## src/core/irq_consts.svh

```systemverilog
`ifndef IRQ_CONSTS_SVH
`define IRQ_CONSTS_SVH

// register addresses on the special-function bus
`define ADDR_EXT_IRQ_EN2 8'he7
`define ADDR_TIMER_CONTROL 8'h88
`define ADDR_EXT_IRQ_PIN_CONFIG 8'he4

// extended enable register layout
`define EN2_RESET 8'h00
`define EN2_WRITE_MASK 8'h77
`define EN2_SUPPLY_WARN 0
`define EN2_PORT_MATCH 1
`define EN2_RTC_ALARM 2
`define EN2_CAP_CONV 4
`define EN2_CAP_COMPARE 5
`define EN2_CAP_SCAN_END 6

// timer control register bits owned here
`define TIMER_CONTROL_REG_SENSE_ZERO 0
`define TIMER_CONTROL_REG_PEND_ZERO 1
`define TIMER_CONTROL_REG_SENSE_ONE 2
`define TIMER_CONTROL_REG_PEND_ONE 3

// pin configuration register layout
`define PINCFG_RESET 8'h01
`define PINCFG_SEL_ZERO_LSB 0
`define PINCFG_POL_ZERO 3
`define PINCFG_SEL_ONE_LSB 4
`define PINCFG_POL_ONE 7

`endif

```

## src/core/irq_pkg.sv

```systemverilog
package irq_pkg;
   typedef logic [7:0] sfr_byte_t;
   typedef enum logic [1:0] {
      SENSE_IDLE = 2'b01,
      SENSE_ACTIVE = 2'b10
   } sense_state_t;
endpackage

```

## src/core/ext_irq_cfg_if.sv

```systemverilog
`timescale 1ns/1ps
interface ext_irq_cfg_if;
   logic pin_level;
   logic polarity;
   logic edge_mode;
   logic vector_ack;
   logic pending;
   modport ctrl (output pin_level, output polarity, output edge_mode, output vector_ack,
      input pending);
   modport det (input pin_level, input polarity, input edge_mode, input vector_ack,
      output pending);
endinterface

```

## src/core/irq_enable_and_external_irq.sv

```systemverilog
`timescale 1ns/1ps
`include "irq_consts.svh"

// Behaviour
// - bits 7 and 3 of extended enable read zero, writes ignored.
// - extended enable at address 0xe7 on every page, reset to zero.
// - cap scan end request passes only while enable bit 6 set.
// - cap comparator request passes only while enable bit 5 set.
// - cap conversion done request passes only while enable bit 4 set.
// - rtc alarm request passes only while enable bit 2 set.
// - port match requests pass only while enable bit 1 set.
// - supply warning request passes only while enable bit 0 set.
// - each external input has own polarity and edge/level choice.
// - sense 1 edge, 0 level; polarity 0 low, 1 high.
// - external inputs sample selected port pin regardless of crossbar.
// - external pending flags sit in timer control bits 1 and 3.
// - edge mode sets pending on active edge, clears on vectoring.
// - level mode pending follows the input's active level.
module irq_enable_and_external_irq #(
   parameter int PORT_PINS = 8
) (
   input wire logic clk,
   input wire logic srst,
   input wire logic [7:0] sfr_addr,
   input wire irq_pkg::sfr_byte_t sfr_wdata,
   input wire logic sfr_we,
   output irq_pkg::sfr_byte_t sfr_rdata,
   output logic sfr_hit,
   input wire logic [PORT_PINS-1:0] port_pins,
   input wire logic cap_scan_end_flag,
   input wire logic cap_compare_flag,
   input wire logic cap_conv_done_flag,
   input wire logic rtc_alarm_flag,
   input wire logic port_match_flag,
   input wire logic supply_warn_flag,
   input wire logic ext_irq_zero_vector_ack,
   input wire logic ext_irq_one_vector_ack,
   output logic cap_scan_end_req,
   output logic cap_compare_req,
   output logic cap_conv_done_req,
   output logic rtc_alarm_req,
   output logic port_match_req,
   output logic supply_warn_req,
   output logic ext_irq_zero_req,
   output logic ext_irq_one_req
);
   import irq_pkg::*;

   typedef struct packed {
      sfr_byte_t extended_interrupt_enable_two;
      sfr_byte_t ext_irq_pin_config;
      logic ext_irq_zero_sense;
      logic ext_irq_one_sense;
      sfr_byte_t rdata;
   } top_state_t;

   top_state_t cur;
   top_state_t next_cur;
   ext_irq_cfg_if zero_if ();
   ext_irq_cfg_if one_if ();
   logic ext_irq_zero_pending;
   logic ext_irq_one_pending;
   sfr_byte_t timer_control_reg;
   logic [2:0] sel_zero;
   logic [2:0] sel_one;

   // ---------------------------------------------
   // pin selection and detectors
   // ---------------------------------------------
   // taps the pad level only, so a crossbar peripheral on the pin is unaffected
   assign sel_zero = cur.ext_irq_pin_config[`PINCFG_SEL_ZERO_LSB +: 3];
   assign sel_one = cur.ext_irq_pin_config[`PINCFG_SEL_ONE_LSB +: 3];
   assign zero_if.pin_level = port_pins[sel_zero];
   assign one_if.pin_level = port_pins[sel_one];
   assign zero_if.polarity = cur.ext_irq_pin_config[`PINCFG_POL_ZERO];
   assign one_if.polarity = cur.ext_irq_pin_config[`PINCFG_POL_ONE];
   assign zero_if.edge_mode = cur.ext_irq_zero_sense;
   assign one_if.edge_mode = cur.ext_irq_one_sense;
   assign zero_if.vector_ack = ext_irq_zero_vector_ack;
   assign one_if.vector_ack = ext_irq_one_vector_ack;
   assign ext_irq_zero_pending = zero_if.pending;
   assign ext_irq_one_pending = one_if.pending;

   ext_irq_detector u_det_zero (
      .clk(clk),
      .srst(srst),
      .cfg(zero_if)
   );

   ext_irq_detector u_det_one (
      .clk(clk),
      .srst(srst),
      .cfg(one_if)
   );

   // ---------------------------------------------
   // register file
   // ---------------------------------------------
   always_comb begin
      timer_control_reg = 8'h00;
      timer_control_reg[`TIMER_CONTROL_REG_SENSE_ZERO] = cur.ext_irq_zero_sense;
      timer_control_reg[`TIMER_CONTROL_REG_PEND_ZERO] = ext_irq_zero_pending;
      timer_control_reg[`TIMER_CONTROL_REG_SENSE_ONE] = cur.ext_irq_one_sense;
      timer_control_reg[`TIMER_CONTROL_REG_PEND_ONE] = ext_irq_one_pending;
   end

   always_comb begin
      next_cur = cur;
      if (sfr_we) begin
         case (sfr_addr)
            `ADDR_EXT_IRQ_EN2: begin
               // no page compare: visible from every page
               next_cur.extended_interrupt_enable_two = sfr_wdata & `EN2_WRITE_MASK;
            end
            `ADDR_TIMER_CONTROL: begin
               next_cur.ext_irq_zero_sense = sfr_wdata[`TIMER_CONTROL_REG_SENSE_ZERO];
               next_cur.ext_irq_one_sense = sfr_wdata[`TIMER_CONTROL_REG_SENSE_ONE];
            end
            `ADDR_EXT_IRQ_PIN_CONFIG: begin
               next_cur.ext_irq_pin_config = sfr_wdata;
            end
            default: begin
               next_cur.ext_irq_pin_config = cur.ext_irq_pin_config;
            end
         endcase
      end
      case (sfr_addr)
         `ADDR_EXT_IRQ_EN2: next_cur.rdata = cur.extended_interrupt_enable_two;
         `ADDR_TIMER_CONTROL: next_cur.rdata = timer_control_reg;
         `ADDR_EXT_IRQ_PIN_CONFIG: next_cur.rdata = cur.ext_irq_pin_config;
         default: next_cur.rdata = 8'h00;
      endcase
   end

   always_ff @(posedge clk) begin
      if (srst) begin
         cur <= '{extended_interrupt_enable_two: `EN2_RESET,
            ext_irq_pin_config: `PINCFG_RESET,
            ext_irq_zero_sense: 1'b0,
            ext_irq_one_sense: 1'b0,
            rdata: 8'h00};
      end else begin
         cur <= next_cur;
      end
   end

   assign sfr_rdata = cur.rdata;
   assign sfr_hit = (sfr_addr == `ADDR_EXT_IRQ_EN2) || (sfr_addr == `ADDR_TIMER_CONTROL)
      || (sfr_addr == `ADDR_EXT_IRQ_PIN_CONFIG);

   // ---------------------------------------------
   // request masking
   // ---------------------------------------------
   assign cap_scan_end_req = cap_scan_end_flag
      & cur.extended_interrupt_enable_two[`EN2_CAP_SCAN_END];
   assign cap_compare_req = cap_compare_flag
      & cur.extended_interrupt_enable_two[`EN2_CAP_COMPARE];
   assign cap_conv_done_req = cap_conv_done_flag
      & cur.extended_interrupt_enable_two[`EN2_CAP_CONV];
   assign rtc_alarm_req = rtc_alarm_flag
      & cur.extended_interrupt_enable_two[`EN2_RTC_ALARM];
   assign port_match_req = port_match_flag
      & cur.extended_interrupt_enable_two[`EN2_PORT_MATCH];
   assign supply_warn_req = supply_warn_flag
      & cur.extended_interrupt_enable_two[`EN2_SUPPLY_WARN];
   // level mode relies on the source holding and releasing in time
   assign ext_irq_zero_req = ext_irq_zero_pending;
   assign ext_irq_one_req = ext_irq_one_pending;
endmodule

```

## src/core/ext_irq_detector.sv

```systemverilog
`timescale 1ns/1ps
module ext_irq_detector (
   input wire logic clk,
   input wire logic srst,
   ext_irq_cfg_if.det cfg
);
   import irq_pkg::*;

   typedef struct packed {
      logic sync_a;
      logic sync_b;
      logic edge_flag;
      sense_state_t state;
   } det_state_t;

   det_state_t cur;
   det_state_t next_cur;
   logic active;

   // ---------------------------------------------
   // sampling and detection
   // ---------------------------------------------
   always_comb begin
      next_cur = cur;
      next_cur.sync_a = cfg.pin_level;
      next_cur.sync_b = cur.sync_a;
      active = (cur.sync_b == cfg.polarity);
      case (cur.state)
         SENSE_IDLE: begin
            if (active) begin
               next_cur.state = SENSE_ACTIVE;
               if (cfg.edge_mode) begin
                  next_cur.edge_flag = 1'b1;
               end
            end
         end
         SENSE_ACTIVE: begin
            if (!active) begin
               next_cur.state = SENSE_IDLE;
            end
         end
         default: begin
            next_cur.state = SENSE_IDLE;
         end
      endcase
      // an edge landing on the acknowledge cycle survives
      if (cfg.vector_ack && !(cur.state == SENSE_IDLE && active && cfg.edge_mode)) begin
         next_cur.edge_flag = 1'b0;
      end
      if (!cfg.edge_mode) begin
         next_cur.edge_flag = 1'b0;
      end
   end

   always_ff @(posedge clk) begin
      if (srst) begin
         cur <= '{sync_a: 1'b0, sync_b: 1'b0, edge_flag: 1'b0, state: SENSE_ACTIVE};
      end else begin
         cur <= next_cur;
      end
   end

   // level mode follows the synchronised pin level, with no latch
   assign cfg.pending = cfg.edge_mode ? cur.edge_flag : active;
endmodule

```

## config.mk

```make
export PLATFORM = sky130hd
export DESIGN_NAME = irq_enable_and_external_irq
export DESIGN_NICKNAME = d
export VERILOG_FILES = /design/src/core/irq_pkg.sv /design/src/core/ext_irq_cfg_if.sv /design/src/core/irq_enable_and_external_irq.sv /design/src/core/ext_irq_detector.sv
export VERILOG_INCLUDE_DIRS = /design/src /design/src/core
export SDC_FILE = /design/constraint.sdc
export NUM_CORES = 1
export LEC_CHECK = 0
export BUFFER_PORTS_ARGS = -buffer_cell sky130_fd_sc_hd__buf_2
export CAP_MARGIN = 20
export CORE_MARGIN = 10
export CORE_UTILIZATION = 49
export CTS_CLUSTER_SIZE = 30
export DETAILED_ROUTE_END_ITERATION = 16
export PLACE_DENSITY = 0.89
export SETUP_SLACK_MARGIN = 0.15
export SYNTH_ARGS = -nofsm -noshare
export SYNTH_HDL_FRONTEND = slang
export SYNTH_SLANG_ARGS = --single-unit
```

## constraint.sdc

```tcl
create_clock -name clk -period 2.2 [get_ports clk]
set_input_delay 0.55 -clock clk [delete_from_list [all_inputs] [get_ports clk]]
set_output_delay 0.55 -clock clk [all_outputs]
set_load 0.02 [all_outputs]
```

### Yosys cells after proc, flatten, opt, wreduce, memory -nomap -nowiden

Index checks and enable logic that the tools add are counted.

* order comparisons: 2
* equal/unequal tests: 13
* muxes and demuxes: 13
* bitwise operators: 8
* reductions and logical operators: 19

Operators with widths (number)
* == test 8 bit (second input constant): 3
* case mux 8 bit (3 select lines): 1
* AND reduction 2 bit: 5
* < comparator 3 x 4 -> 1 bit (second input constant): 2
* two-way mux 2 bit: 4
* case mux 2 bit (2 select lines): 2
* AND 1 bit: 6
* binary-select mux 1 bit (select 3 bit): 2
* logical AND 1 bit: 6
* AND reduction 3 bit: 2
* OR reduction 3 bit: 2
* == test 2 x 1 -> 1 bit (second input constant): 2
* == test 2 bit (second input constant): 2
* two-way mux 1 bit: 4
* != test 2 x 1 -> 1 bit (second input constant): 2
* != test 2 bit (second input constant): 2
* == test 1 bit: 2
* logical NOT 1 bit: 2
* logical OR 1 bit: 2
* inverter 1 bit: 2

* register bits: 34
* output and inout port bits: 17
* logic and storage cells: 68

### Depth between registers and ports, before layout

Gate-level depths: netlist of run 1.

* depth in word-level cells: 6
* gate-level depth with buffers: 6

### By module

Synthesis of run 1 repeated with hierarchy kept, for this count alone.

* cells, all modules: 167
* area total of the unflattened synthesis: 1552.7 um^2

By module, submodules not included
* irq_enable_and_external_irq: times used 1, cells an instance 135, area each 1192.4 um^2
* ext_irq_detector: times used 2, cells an instance 16, area each 180.2 um^2

### Worst setup path after synthesis of run 1

Ideal clock, no wire load.

* kind: in2out
* start point: input port sfr_addr[5]
* end point: output port sfr_hit
* arrival: 1525 ps
* path slack: 125 ps
* stages on the path: 4
* path through: and4b_1 > and2_1 > buf_6 > or3_2

* word-level cells in the longest chain between the ends: 3
* elaborated cells on any way between the ends: 5
* classes of those cells: 3 x eq/ne; 2 x reduce/logical

Ends and longest elaborated chain
* start: declaration: RTL line irq_enable_and_external_irq.sv:24 `input wire logic [7:0] sfr_addr,`
* == test 8 bit
* logical OR 1 bit: RTL line irq_enable_and_external_irq.sv:148 `` assign sfr_hit = (sfr_addr == `ADDR_EXT_IRQ_EN2) || (sfr_addr == `ADDR_TIMER_CONTROL) ``
* logical OR 1 bit (*): RTL line irq_enable_and_external_irq.sv:148
* end: declaration: RTL line irq_enable_and_external_irq.sv:28 `output logic sfr_hit,`

Mark *: on every way between the ends. The rest lies on a longest branch, timed or not.

### Final worst setup path of run 1

* start point: input port sfr_addr[2]
* end point: output port sfr_hit

The elaborated chain is that of the path after synthesis.

==> impl_metrics.prom, run 1 <==
# TYPE chip_impl_metric gauge
chip_impl_info{name="outcome",value="completed"} 1
chip_impl_metric{name="route.final.wire_length",unit="um"} 3860
chip_impl_metric{name="ctsHtreeMaxLevel",unit=""} 2
chip_impl_metric{name="worst_setup_hold_path_clk_slew",unit="ns"} 0.09
chip_impl_metric{name="detailed_router_s_first_iteration_violation_count",unit=""} 121
chip_impl_metric{name="cts_num_sinks",unit=""} 34
chip_impl_metric{name="p_sw",unit="W"} 0.000269
chip_impl_info{name="cp-start-kind",value="input port"} 1
chip_impl_metric{name="clk_latency",unit="ns"} 0.34
chip_impl_metric{name="power_frac_comb",unit="%"} 9.8
chip_impl_metric{name="synth_sequential_area_ratio",unit="%"} 44.2
chip_impl_metric{name="powerDensity",unit="nW/um^2"} 623
chip_impl_info{name="timing.critical_path.slowest_stage_cell",value="or3_4"} 1
chip_impl_metric{name="final.setup_skew",unit="ns"} 0.0122
chip_impl_info{name="layout_commonest_cell",value="buf_2"} 1
chip_impl_info{name="leading_cell_types_in_the_layout_fill_and_taps_excluded",value="buf_2 (47), dfxtp_1 (34), nand3_1 (20), nand2_1 (19), a21oi_1 (17)"} 1
chip_impl_metric{name="first_pass_iteration_count_of_the_detailed_router",unit=""} 4
chip_impl_info{name="worstPathCellList",value="buf_6 -> and4b_2 -> and2_4 -> or3_4 -> buf_6"} 1
chip_impl_metric{name="grt_start_max_net_pins",unit=""} 22
chip_impl_metric{name="detailed_place.area",unit="um^2"} 1770
chip_impl_metric{name="dieHeight",unit="um"} 76.1
chip_impl_metric{name="detailedPlacementHpwl",unit="um"} 2920
chip_impl_metric{name="timing.critical_path.required",unit="ns"} 1.65
chip_impl_metric{name="postSynthRegisterBits",unit=""} 34
chip_impl_metric{name="actual_slew_at_the_worst_max_slew_pin",unit="ns"} 0.415
chip_impl_metric{name="insertedDiodeCount",unit=""} 0
chip_impl_metric{name="syn_to_final_growth",unit="%"} 23.5
chip_impl_metric{name="worst_hold_slack",unit="ns"} 0.455
chip_impl_metric{name="critPathMaxStageDelay",unit="ns"} 0.38
chip_impl_metric{name="vdd.ir_drop.worst",unit="mV"} 0.295
chip_impl_metric{name="hold_violations",unit=""} 0
chip_impl_metric{name="row_count",unit=""} 20
chip_impl_metric{name="via_per_inst",unit=""} 5.21
chip_impl_metric{name="antenna_left",unit=""} 0
chip_impl_metric{name="clock_power_share",unit="%"} 35.3
chip_impl_metric{name="grt_first_pass_wirelength",unit="um"} 6550
chip_impl_metric{name="antenna_found_initial",unit=""} 0
chip_impl_info{name="cpMostUsedCell",value="buf_6"} 1
chip_impl_metric{name="clock.fmax",unit="MHz"} 470
chip_impl_metric{name="ctsLongestPathBuffers",unit=""} 2
chip_impl_metric{name="total_of_endpoints_with_negative_setup_slack_in_the_final_report",unit=""} 0
chip_impl_metric{name="synth.top_cell.area_share",unit="%"} 44.2
chip_impl_metric{name="timing.final.crit_period",unit="ns"} 2.13
chip_impl_metric{name="seqPwrFrac",unit="%"} 54.9
chip_impl_metric{name="drv_slew",unit=""} 0
chip_impl_info{name="cts_tree",value="done"} 1
chip_impl_info{name="rsz0062_at_grt",value="yes"} 1
chip_impl_info{name="synth_top_cells_by_area",value="dfxtp_1 (44%), nand3_1 (6.5%), mux4_2 (5.8%)"} 1
chip_impl_metric{name="syn_inst",unit=""} 164
chip_impl_metric{name="cell_internal_pwr",unit="W"} 0.000918
chip_impl_metric{name="fillers",unit=""} 273
chip_impl_metric{name="pin_count",unit=""} 52
chip_impl_metric{name="power.leakage",unit="nW"} 0.783
chip_impl_metric{name="die_area",unit="um^2"} 5790
chip_impl_metric{name="core_region_area",unit="um^2"} 3030
chip_impl_info{name="clk_root_buffer_cell",value="clkbuf_4"} 1
chip_impl_metric{name="yosys_warnings",unit=""} 0
chip_impl_metric{name="total_routing_usage_reported_by_global_routing",unit="%"} 13.8
chip_impl_metric{name="mappedNetlistArea",unit="um^2"} 1540
chip_impl_info{name="critPathKind",value="input port to primary output"} 1
chip_impl_metric{name="net_count_after_synthesis",unit=""} 199
chip_impl_metric{name="yosys.cell_types.count",unit=""} 32
chip_impl_metric{name="swShare",unit="%"} 22.6
chip_impl_metric{name="num-nets-final",unit=""} 247
chip_impl_metric{name="dieWidth",unit="um"} 76.1
chip_impl_metric{name="detailroute.via_count",unit=""} 1340
chip_impl_metric{name="final_min_period_over_clock_period",unit="%"} 96.7
chip_impl_metric{name="buffer_ports.inserted",unit=""} 51
chip_impl_metric{name="timing.critical_path.arrival",unit="ns"} 1.58
chip_impl_metric{name="drt-wirelength-per-cell",unit="um"} 15.0
chip_impl_metric{name="post_synth.cell_area_avg",unit="um^2"} 9.40
chip_impl_metric{name="grt_remaining_overflow",unit=""} 0
chip_impl_metric{name="crit_path_max_fanout",unit=""} 5
chip_impl_metric{name="drv_cap",unit=""} 0
chip_impl_info{name="netlist.top_cell.by_area",value="dfxtp_1"} 1
chip_impl_metric{name="post_route_cells_drive_above_1_share",unit="%"} 37.1
chip_impl_metric{name="first_global_vias",unit=""} 1410
chip_impl_metric{name="utilization_after_layout",unit="%"} 62.9
chip_impl_metric{name="initial_utilization",unit="%"} 50.9
chip_impl_info{name="timing.critical_path.to_type",value="primary output"} 1
chip_impl_metric{name="drc",unit=""} 0
chip_impl_metric{name="timing.max_slew.rel_slack",unit="%"} 72.3
chip_impl_metric{name="totalNegativeSetupSlack",unit="ns"} 0
chip_impl_info{name="hold_path_class",value="input port to flop"} 1
chip_impl_metric{name="cts_buffers",unit=""} 5
chip_impl_metric{name="gp_routability_congestion",unit=""} 0.829
chip_impl_metric{name="post-route-cell-area",unit="um^2"} 1900
[power groups by stage]
stage                     Sequential (W)  Combinational [W]  Clock (W)
after detailed placement        0.000666           0.000109          0
after floorplan                 0.000664          0.0000608          0
after CTS                       0.000652           0.000112   0.000430
after global routing            0.000655           0.000130   0.000460
final                           0.000651           0.000116   0.000419
after global placement          0.000664           0.000103          0
[cells in the mapped netlist]
library cell / number
a21oi_1: 17
a222oi_1: 2
a22oi_1: 4
a31oi_1: 1
and2_1: 8
and2_4: 1
and3_1: 3
and4b_1: 2
buf_2: 2
buf_4: 8
buf_6: 3
clkbuf_1: 2
clkbuf_2: 1
dfxtp_1: 34
inv_1: 5
mux2_2: 2
mux2i_1: 2
mux4_2: 4
nand2_1: 19
nand3_1: 20
nand3b_1: 2
nor2_1: 8
nor2b_1: 2
nor3b_1: 1
nor4b_1: 1
nor4b_4: 1
o21ai_0: 2
o31ai_4: 1
or3_2: 1
or4bb_1: 1
xnor2_1: 2
xor2_1: 2
[per-layer routing]
| metal | vias to the layer above | part of all wire, % | wire length [um] | track usage (%) |
|---|---|---|---|---|
| met2 | 62 | 51 | 1980 | 23.0 |
| li1 | 663 | - | - | - |
| met5 | - | 0 | 0 | 0 |
| met1 | 610 | 38 | 1470 | 14.4 |
| met3 | 5 | 9.3 | 358 | 6.49 |
| met4 | 0 | 1.3 | 51 | 6.13 |
[worst max-delay path, delay by kind of cell]
family,cells,cell delay (ns)
buf+inv,2,0.23
simple gates,3,0.79
[per-stage QoR]
stage	power [W]	instances	worst slack, ns
after floorplan	0.000724	164	0.244
after global placement	0.000768	247	0.0865
after detailed placement	0.000776	247	0.0755
after CTS	0.00119	255	0.0852
after global routing	0.00125	257	0.0531
final	0.00119	257	0.0718
[flip-flops by register name (all words and copies together) (netlist names)]
| name | count |
|---|---|
| cur | 14 |
| one_if.edge_mode | 1 |
| sfr_rdata | 8 |
| u_det_one.cur | 5 |
| u_det_zero.cur | 5 |
| zero_if.edge_mode | 1 |
[kinds of logic after synthesis]
family	Yosys count	share of synthesized area (%)
buf+inv	21	8.77
flops	34	44.2
simple gates	70	25.0
mux	8	8.60
compound gates	27	11.2
xor+xnor	4	2.27
[final timing paths]
check	endpoint	startpoint	slack [ns]	cells after the start
setup / recovery	sfr_hit	sfr_addr[2]	0.07	5
hold / removal	cur[17]$_SDFFE_PP0P_	sfr_wdata[7]	0.46	3
setup reg to reg	sfr_rdata[1]$_SDFF_PP0_	cur[11]$_SDFFE_PP0P_	0.83	4
hold reg to reg	u_det_one.cur[3]$_SDFF_PP0_	u_det_one.cur[4]$_SDFF_PP0_	0.46	1
[area by class of cell]
type	instances	area [um^2]	area share, %
Sequential cell	34	681	35.7
Timing Repair Buffer	57	329	17.3
Inverter	5	18.8	0.986
Tap cell	44	55.1	2.89
Clock buffer	8	78.8	4.14
Multi-Input combinational cell	109	742	39.0
[what timing repair did]
action | 4_1_cts | 5_1_grt
gates resized for setup | 5 | 5
pin swaps | 3 | 6
endpoints found under the setup margin | 1 | 1
hold buffers | 0 | 0
setup buffers | 0 | 2
gates cloned | 0 | 0
Power figures use the tool's default switching activity.
==> inputs of run 2 (changes only) <==
--- a/config.mk
+++ b/config.mk
@@ -16,4 +16,5 @@
 export SETUP_SLACK_MARGIN = 0.15
 export SYNTH_ARGS = -nofsm -noshare
 export SYNTH_HDL_FRONTEND = slang
+export SYNTH_HIERARCHICAL = 1
 export SYNTH_SLANG_ARGS = --single-unit
==> run 2 against run 1 <==
Compared with the run above: first-iteration DRC count rose by 19%; design area up 1.6%; critical path type unchanged; fmax is 0.57% higher; utilization increased by 0.47 points; global-route usage down 0.28 points.
==> impl_metrics.prom, run 2 <==
# TYPE chip_impl_metric gauge
chip_impl_info{name="outcome",value="completed"} 1
chip_impl_metric{name="pin_count",unit=""} 52
chip_impl_info{name="cts_tree",value="done"} 1
chip_impl_metric{name="clk_latency",unit="ns"} 0.33
chip_impl_metric{name="route.final.wire_length",unit="um"} 3940
chip_impl_metric{name="timing.reg2reg.worst_path_depth",unit=""} 3
chip_impl_metric{name="core_region_area",unit="um^2"} 3050
chip_impl_info{name="top_register",value="cur"} 1
chip_impl_metric{name="antenna_found_initial",unit=""} 0
chip_impl_info{name="layout_commonest_cell",value="buf_2"} 1
chip_impl_metric{name="vdd.ir_drop.worst",unit="mV"} 0.319
chip_impl_metric{name="via_per_inst",unit=""} 5.41
chip_impl_metric{name="largest_register_ffs",unit=""} 14
chip_impl_info{name="reg2reg_to",value="u_det_zero/cur[4]$_SDFF_PP0_"} 1
chip_impl_metric{name="cts_num_sinks",unit=""} 34
chip_impl_info{name="worstPathCellList",value="buf_6 -> and4b_2 -> and2_4 -> or3_4 -> buf_6"} 1
chip_impl_metric{name="final_min_period_over_clock_period",unit="%"} 96.2
chip_impl_metric{name="first_pass_iteration_count_of_the_detailed_router",unit=""} 4
chip_impl_info{name="netlist.top_cell.by_area",value="dfxtp_1"} 1
chip_impl_info{name="timing.critical_path.slowest_stage_cell",value="or3_4"} 1
chip_impl_metric{name="syn_to_final_growth",unit="%"} 24.6
chip_impl_metric{name="layoutNonFillerInstCount",unit=""} 262
chip_impl_metric{name="ctsLongestPathBuffers",unit=""} 2
chip_impl_metric{name="antenna_left",unit=""} 0
chip_impl_metric{name="crit_path_max_fanout",unit=""} 4
chip_impl_metric{name="ctsHtreeMaxLevel",unit=""} 2
chip_impl_metric{name="timing.critical_path.required",unit="ns"} 1.65
chip_impl_metric{name="drt-wirelength-per-cell",unit="um"} 15.0
chip_impl_metric{name="fillers",unit=""} 262
chip_impl_metric{name="timing.critical_path.arrival",unit="ns"} 1.57
chip_impl_metric{name="actual_slew_at_the_worst_max_slew_pin",unit="ns"} 0.506
chip_impl_metric{name="hold_violations",unit=""} 0
chip_impl_metric{name="total_of_endpoints_with_negative_setup_slack_in_the_final_report",unit=""} 0
chip_impl_info{name="critPathKind",value="input port to primary output"} 1
chip_impl_metric{name="setup_slack",unit="ns"} 0.0839
chip_impl_metric{name="critPathMaxStageDelay",unit="ns"} 0.36
chip_impl_info{name="hold_path_class",value="input port to flop"} 1
chip_impl_metric{name="final.setup_skew",unit="ns"} 0.00461
chip_impl_metric{name="total_routing_usage_reported_by_global_routing",unit="%"} 13.5
chip_impl_metric{name="power.leakage",unit="nW"} 0.788
chip_impl_metric{name="die_area",unit="um^2"} 5820
chip_impl_metric{name="totalNegativeSetupSlack",unit="ns"} 0
chip_impl_metric{name="num-nets-final",unit=""} 252
chip_impl_metric{name="utilization_after_layout",unit="%"} 63.4
chip_impl_metric{name="detailedPlacementHpwl",unit="um"} 2990
chip_impl_metric{name="drv_cap",unit=""} 0
chip_impl_metric{name="net_count_after_synthesis",unit=""} 202
chip_impl_metric{name="clock.fmax",unit="MHz"} 473
chip_impl_metric{name="grt_start_max_net_pins",unit=""} 31
chip_impl_metric{name="grt_first_pass_wirelength",unit="um"} 6570
chip_impl_metric{name="insertedDiodeCount",unit=""} 0
chip_impl_info{name="synth_commonest_cells",value="dfxtp_1 (34), nand2_1 (22), a21oi_1 (20)"} 1
chip_impl_metric{name="first_global_vias",unit=""} 1442
chip_impl_metric{name="detailed_router_s_first_iteration_violation_count",unit=""} 144
chip_impl_metric{name="footprint_of_the_multi_input_gates",unit="um^2"} 776
chip_impl_metric{name="syn_inst",unit=""} 167
chip_impl_info{name="ys.flop_type",value="dfxtp_1"} 1
chip_impl_metric{name="post_synth.cell_area_avg",unit="um^2"} 9.30
chip_impl_info{name="dominant_cell_by_count_in_the_synthesized_netlist",value="dfxtp_1"} 1
chip_impl_metric{name="cts_buffers",unit=""} 5
chip_impl_info{name="r2r-start",value="cur[10]$_SDFFE_PP1P_"} 1
chip_impl_metric{name="synth_sequential_area_ratio",unit="%"} 43.8
chip_impl_metric{name="powerDensity",unit="nW/um^2"} 615
chip_impl_metric{name="yosys.cell_types.count",unit=""} 32
chip_impl_metric{name="dieHeight",unit="um"} 76.3
chip_impl_info{name="synth_top_cells_by_area",value="dfxtp_1 (44%), a21oi_1 (6.4%), nand3_1 (5.8%)"} 1
chip_impl_metric{name="drv_slew",unit=""} 0
chip_impl_info{name="worst_setup_path_startpoint",value="sfr_addr[6]"} 1
chip_impl_metric{name="grt_remaining_overflow",unit=""} 0
chip_impl_info{name="cpMostUsedCell",value="buf_6"} 1
chip_impl_metric{name="place_inst",unit=""} 253
chip_impl_metric{name="timing.max_slew.rel_slack",unit="%"} 66.3
chip_impl_metric{name="postSynthRegisterBits",unit=""} 34
chip_impl_metric{name="layout.area.seq",unit="um^2"} 681
chip_impl_metric{name="pre_cts_ws",unit="ns"} 0.0169
chip_impl_metric{name="gp_routability_congestion",unit=""} 0.762
chip_impl_info{name="leading_cell_types_in_the_layout_fill_and_taps_excluded",value="buf_2 (47), dfxtp_1 (34), nand2_1 (22), a21oi_1 (20), nand3_1 (18)"} 1
chip_impl_metric{name="initial_utilization",unit="%"} 50.9
chip_impl_info{name="critPathCapture",value="sfr_hit"} 1
chip_impl_metric{name="drc",unit=""} 0
chip_impl_metric{name="mappedNetlistArea",unit="um^2"} 1550
chip_impl_metric{name="p_total",unit="W"} 0.00119
chip_impl_metric{name="timing.final.crit_period",unit="ns"} 2.12
chip_impl_metric{name="synth.top_cell.area_share",unit="%"} 43.8
chip_impl_info{name="clk_root_buffer_cell",value="clkbuf_4"} 1
chip_impl_info{name="rsz0062_at_grt",value="yes"} 1
chip_impl_metric{name="dieWidth",unit="um"} 76.3
chip_impl_metric{name="worst_setup_hold_path_clk_slew",unit="ns"} 0.10
chip_impl_metric{name="buffer_ports.inserted",unit=""} 51
chip_impl_info{name="timing.critical_path.to_type",value="primary output"} 1
chip_impl_metric{name="yosys_warnings",unit=""} 6
chip_impl_metric{name="post_route_cells_drive_above_1_share",unit="%"} 36.2
chip_impl_metric{name="hold_buffers",unit=""} 0
chip_impl_metric{name="synth_async_sr_flop_share",unit="%"} 0
chip_impl_metric{name="detailroute.via_count",unit=""} 1418
chip_impl_metric{name="row_count",unit=""} 20
chip_impl_metric{name="synth-edff-count",unit=""} 0
chip_impl_metric{name="register_to_register_setup_slack",unit="ns"} 0.70
chip_impl_info{name="cp-start-kind",value="input port"} 1
[run 2: cell count changes in the layout (fill, tap and decap cells not counted), sizes merged, moves of 3 or more]
cell | previous run | this run
inv | 5 | 1
a21oi | 17 | 20
a22oi | 4 | 7
nand2 | 19 | 22
nor2 | 8 | 5
nor2b | 2 | 5
[run 2: layout make-up]
type | count | area share (%)
clock buffers | 8 | 4.08
inverters | 1 | 0.194
multi-input cells | 116 | 40.1
flip-flops and latches | 34 | 35.2
well taps | 44 | 2.85
repair buffers | 59 | 17.6
[run 2: worst max-delay path: cells and delay by family]
kind / cells / cell delay (ns)
buffers and inverters: 2 / 0.23
and+or+nand+nor: 3 / 0.79
[run 2: layer usage]
metal / global-route usage [%] / vias to the layer above / wire, um
li1: - / 688 / -
met1: 15.2 / 655 / 1520
met2: 21.8 / 67 / 2000
met3: 4.72 / 8 / 349
met4: 7.43 / 0 / 68
met5: 0 / - / 0
[run 2: kinds of logic (layout without fill, tap and decap cells)]
family / count (synthesis) / after routing / synth area share [%]
XOR/XNOR: 6 / 6 / 3.38
flip-flops: 34 / 34 / 43.8
AO/OA/AOI/OAI: 35 / 35 / 13.6
AND/OR/NAND/NOR: 69 / 69 / 25.1
multiplexers: 6 / 6 / 7.25
buffers and inverters: 17 / 68 / 6.85
[run 2: worst min path at each step]
stage / startpoint / cells after the start / endpoint
final: ext_irq_one_vector_ack / 2 / u_det_one/cur[2]$_SDFFE_PP0P_
after global routing: ext_irq_one_vector_ack / 2 / u_det_one/cur[2]$_SDFFE_PP0P_
after CTS: ext_irq_one_vector_ack / 2 / u_det_one/cur[2]$_SDFFE_PP0P_
after detailed placement: u_det_one/cur[4]$_SDFF_PP0_ / 1 / u_det_one/cur[3]$_SDFF_PP0_
after global placement: u_det_one/cur[4]$_SDFF_PP0_ / 1 / u_det_one/cur[3]$_SDFF_PP0_
after floorplan: u_det_one/cur[4]$_SDFF_PP0_ / 1 / u_det_one/cur[3]$_SDFF_PP0_
[run 2: per-stage QoR]
stage	cell area [um^2]	hold slack [ns]
floorplan	1560	0.414
global placement	1820	0.421
detailed placement	1820	0.434
CTS	1930	0.398
global route	1930	0.394
finish	1930	0.408
[run 2: where the power goes]
| group | switching (W) | internal, W | total, W |
|---|---|---|---|
| sequential | 0.0000140 | 0.000639 | 0.000653 |
| combinational | 0.0000571 | 0.0000670 | 0.000124 |
| clock | 0.000195 | 0.000218 | 0.000414 |
| total | 0.000267 | 0.000924 | 0.00119 |
[run 2: repair_timing]
action / CTS / global route
endpoints found under the setup margin: 1 / 1
gates resized for setup: 8 / 0
pin swaps: 2 / 0
gates cloned: 0 / 0
setup buffers: 1 / 0
==> inputs of run 3 (changes only) <==
--- a/config.mk
+++ b/config.mk
@@ -16,5 +16,4 @@
 export SETUP_SLACK_MARGIN = 0.15
 export SYNTH_ARGS = -nofsm -noshare
 export SYNTH_HDL_FRONTEND = slang
-export SYNTH_HIERARCHICAL = 1
 export SYNTH_SLANG_ARGS = --single-unit
==> constraint.sdc (replaced) <==
create_clock -name clk -period 2.2 [get_ports clk]
set_input_delay 0.55 -clock clk [delete_from_list [all_inputs] [get_ports clk]]
set_output_delay 0.55 -clock clk [all_outputs]
set_load 0.01 [all_outputs]
==> run 3 against run 2 <==
Compared with the run above: via count shrank 3.7%; non-clock buffer count grew 5; sequential cell count is the same; clock skew grew 0.0037 ns; power grew 15%; design area grew 3.6%; utilization grew 2.8 points; die area shrank 0.52%; clock-buffer cell count shrank 2; cell count grew 0.76%; highest routed layer unchanged.
==> impl_metrics.prom, run 3 (synthesis results as in run 1) <==
# TYPE chip_impl_metric gauge
chip_impl_metric{name="drt-wirelength-per-cell",unit="um"} 14.1
chip_impl_metric{name="die_area",unit="um^2"} 5790
chip_impl_metric{name="worst_setup_hold_path_clk_slew",unit="ns"} 0.11
chip_impl_metric{name="vdd.ir_drop.worst",unit="mV"} 0.498
chip_impl_metric{name="cts_num_sinks",unit=""} 34
chip_impl_metric{name="grt_remaining_overflow",unit=""} 0
chip_impl_metric{name="final_min_period_over_clock_period",unit="%"} 93.7
chip_impl_metric{name="post_route_cells_drive_above_1_share",unit="%"} 38.6
chip_impl_metric{name="buffer_ports.inserted",unit=""} 51
chip_impl_metric{name="pin_count",unit=""} 52
chip_impl_info{name="hold_path_class",value="flop to flop"} 1
chip_impl_metric{name="num-nets-final",unit=""} 254
chip_impl_info{name="cts_tree",value="done"} 1
chip_impl_metric{name="power_frac_comb",unit="%"} 8.9
chip_impl_metric{name="p_total",unit="W"} 0.00137
chip_impl_metric{name="first_pass_iteration_count_of_the_detailed_router",unit=""} 5
chip_impl_metric{name="detailed_place.area",unit="um^2"} 1790
chip_impl_metric{name="cts_buffers",unit=""} 5
chip_impl_metric{name="fillers",unit=""} 257
chip_impl_metric{name="final.setup_skew",unit="ns"} 0.00831
chip_impl_metric{name="clock_power_share",unit="%"} 43.4
chip_impl_metric{name="timing.critical_path.arrival",unit="ns"} 1.51
chip_impl_info{name="cp-start-kind",value="input port"} 1
chip_impl_metric{name="hold_buffers",unit=""} 0
chip_impl_metric{name="seqPwrFrac",unit="%"} 47.7
chip_impl_metric{name="drv_slew",unit=""} 0
chip_impl_metric{name="antenna_found_initial",unit=""} 0
chip_impl_metric{name="layout.area.seq",unit="um^2"} 681
chip_impl_metric{name="timing.max_slew.rel_slack",unit="%"} 72.8
chip_impl_metric{name="grt_first_pass_wirelength",unit="um"} 6440
chip_impl_metric{name="power.leakage",unit="nW"} 0.839
chip_impl_metric{name="insertedDiodeCount",unit=""} 0
chip_impl_info{name="clk_root_buffer_cell",value="clkbuf_4"} 1
chip_impl_metric{name="via_per_inst",unit=""} 5.17
chip_impl_info{name="critPathKind",value="input port to primary output"} 1
chip_impl_metric{name="timing.critical_path.required",unit="ns"} 1.65
chip_impl_metric{name="dieHeight",unit="um"} 76.1
chip_impl_metric{name="footprint_of_the_multi_input_gates",unit="um^2"} 741
chip_impl_info{name="leading_cell_types_in_the_layout_fill_and_taps_excluded",value="buf_2 (45), dfxtp_1 (34), nand3_1 (20), nand2_1 (19), a21oi_1 (17)"} 1
chip_impl_metric{name="clk_latency",unit="ns"} 0.34
chip_impl_metric{name="total_of_endpoints_with_negative_setup_slack_in_the_final_report",unit=""} 0
chip_impl_metric{name="core_region_area",unit="um^2"} 3030
chip_impl_metric{name="powerDensity",unit="nW/um^2"} 681
chip_impl_metric{name="initial_utilization",unit="%"} 50.9
chip_impl_metric{name="timing.reg2reg.worst_path_depth",unit=""} 4
chip_impl_metric{name="actual_slew_at_the_worst_max_slew_pin",unit="ns"} 0.408
chip_impl_metric{name="swShare",unit="%"} 20.0
chip_impl_metric{name="detailroute.via_count",unit=""} 1365
chip_impl_metric{name="timing.final.crit_period",unit="ns"} 2.06
chip_impl_metric{name="layoutNonFillerInstCount",unit=""} 264
chip_impl_metric{name="cell_internal_pwr",unit="W"} 0.00109
chip_impl_metric{name="antenna_left",unit=""} 0
chip_impl_metric{name="detailed_router_s_first_iteration_violation_count",unit=""} 151
chip_impl_metric{name="syn_to_final_growth",unit="%"} 30.0
chip_impl_metric{name="p_sw",unit="W"} 0.000274
chip_impl_metric{name="first_global_vias",unit=""} 1430
chip_impl_metric{name="drv_cap",unit=""} 0
chip_impl_info{name="top_register",value="cur"} 1
chip_impl_metric{name="clock.fmax",unit="MHz"} 485
chip_impl_metric{name="hold_depth",unit=""} 1
chip_impl_metric{name="detailedPlacementHpwl",unit="um"} 2860
chip_impl_metric{name="route.final.wire_length",unit="um"} 3730
chip_impl_info{name="outcome",value="completed"} 1
chip_impl_metric{name="ctsLongestPathBuffers",unit=""} 2
chip_impl_metric{name="place_inst",unit=""} 250
chip_impl_metric{name="totalNegativeSetupSlack",unit="ns"} 0
chip_impl_metric{name="hold_violations",unit=""} 0
chip_impl_metric{name="total_routing_usage_reported_by_global_routing",unit="%"} 13.2
chip_impl_metric{name="post-route-cell-area",unit="um^2"} 2000
chip_impl_info{name="timing.critical_path.to_type",value="primary output"} 1
chip_impl_info{name="layout_commonest_cell",value="buf_2"} 1
chip_impl_metric{name="crit_path_max_fanout",unit=""} 3
chip_impl_info{name="rsz0062_at_grt",value="yes"} 1
chip_impl_metric{name="gp_routability_congestion",unit=""} 0.796
chip_impl_metric{name="dieWidth",unit="um"} 76.1
chip_impl_metric{name="drc",unit=""} 0
chip_impl_metric{name="row_count",unit=""} 20
chip_impl_metric{name="grt_start_max_net_pins",unit=""} 22
chip_impl_metric{name="largest_register_ffs",unit=""} 14
chip_impl_metric{name="ctsHtreeMaxLevel",unit=""} 2
## run 3: cell types whose count changed in the layout (fill, tap and decap cells not counted), sizes merged, moves of 3 or more
cell | before | now
a21oi | 20 | 17
inv | 1 | 5
a22oi | 7 | 4
nand2 | 22 | 19
nor2 | 5 | 8
buf | 59 | 64
nor2b | 5 | 2
## run 3: worst paths after layout
check,startpoint,endpoint,slack (ns)
min reg2reg,u_det_zero.cur[4]$_SDFF_PP0_,u_det_zero.cur[3]$_SDFF_PP0_,0.45
min,u_det_zero.cur[4]$_SDFF_PP0_,u_det_zero.cur[3]$_SDFF_PP0_,0.45
max,sfr_addr[5],sfr_hit,0.14
max reg2reg,cur[11]$_SDFFE_PP0P_,sfr_rdata[1]$_SDFF_PP0_,0.85
## run 3: metrics by stage
stage / utilization (%) / hold slack (ns) / setup slack (ns)
2_1_floorplan: - / 0.414 / 0.165
6_report: 66.2 / 0.448 / 0.138
4_1_cts: 65.0 / 0.451 / 0.150
3_5_place_dp: 59.0 / 0.425 / 0.0111
5_1_grt: 66.2 / 0.461 / 0.113
3_3_place_gp: 59.0 / 0.421 / 0.0236
## run 3: repair_timing
item                       in CTS  in global routing
gates resized for setup         7                  5
pin swaps                       5                  5
setup endpoints to repair       1                  1
buffers inserted                4                  2
cloned                          0                  0
## run 3: power by group through the flow
stage / combinational (W) / sequential (W) / clock [W]
2_1_floorplan: 0.0000593 / 0.000664 / 0
3_3_place_gp: 0.000106 / 0.000664 / 0
3_5_place_dp: 0.000110 / 0.000666 / 0
4_1_cts: 0.000118 / 0.000651 / 0.000600
5_1_grt: 0.000137 / 0.000655 / 0.000630
6_report: 0.000122 / 0.000651 / 0.000592
## run 3: final cells by class
class / count / share of cell area [%]
well taps: 44 / 2.75
multi-input cells: 109 / 37.0
clock buffers: 6 / 2.56
repair buffers: 64 / 19.9
clock inverters: 2 / 3.00
flip-flops and latches: 34 / 34.0
inverters: 5 / 0.936
## run 3: critical path, cell delays in order
cell     delay [ns]
buf_6          0.09
and4b_1        0.22
and2_4         0.17
or3_4          0.36
buf_6          0.13
## run 3: metal layers
metal | vias to the layer above | track usage [%] | routed length (um)
met1 | 626 | 14.4 | 1420
met2 | 53 | 22.8 | 1930
met3 | 4 | 5.78 | 357
met4 | 0 | 3.16 | 25
met5 | - | 0 | 0
li1 | 682 | - | -
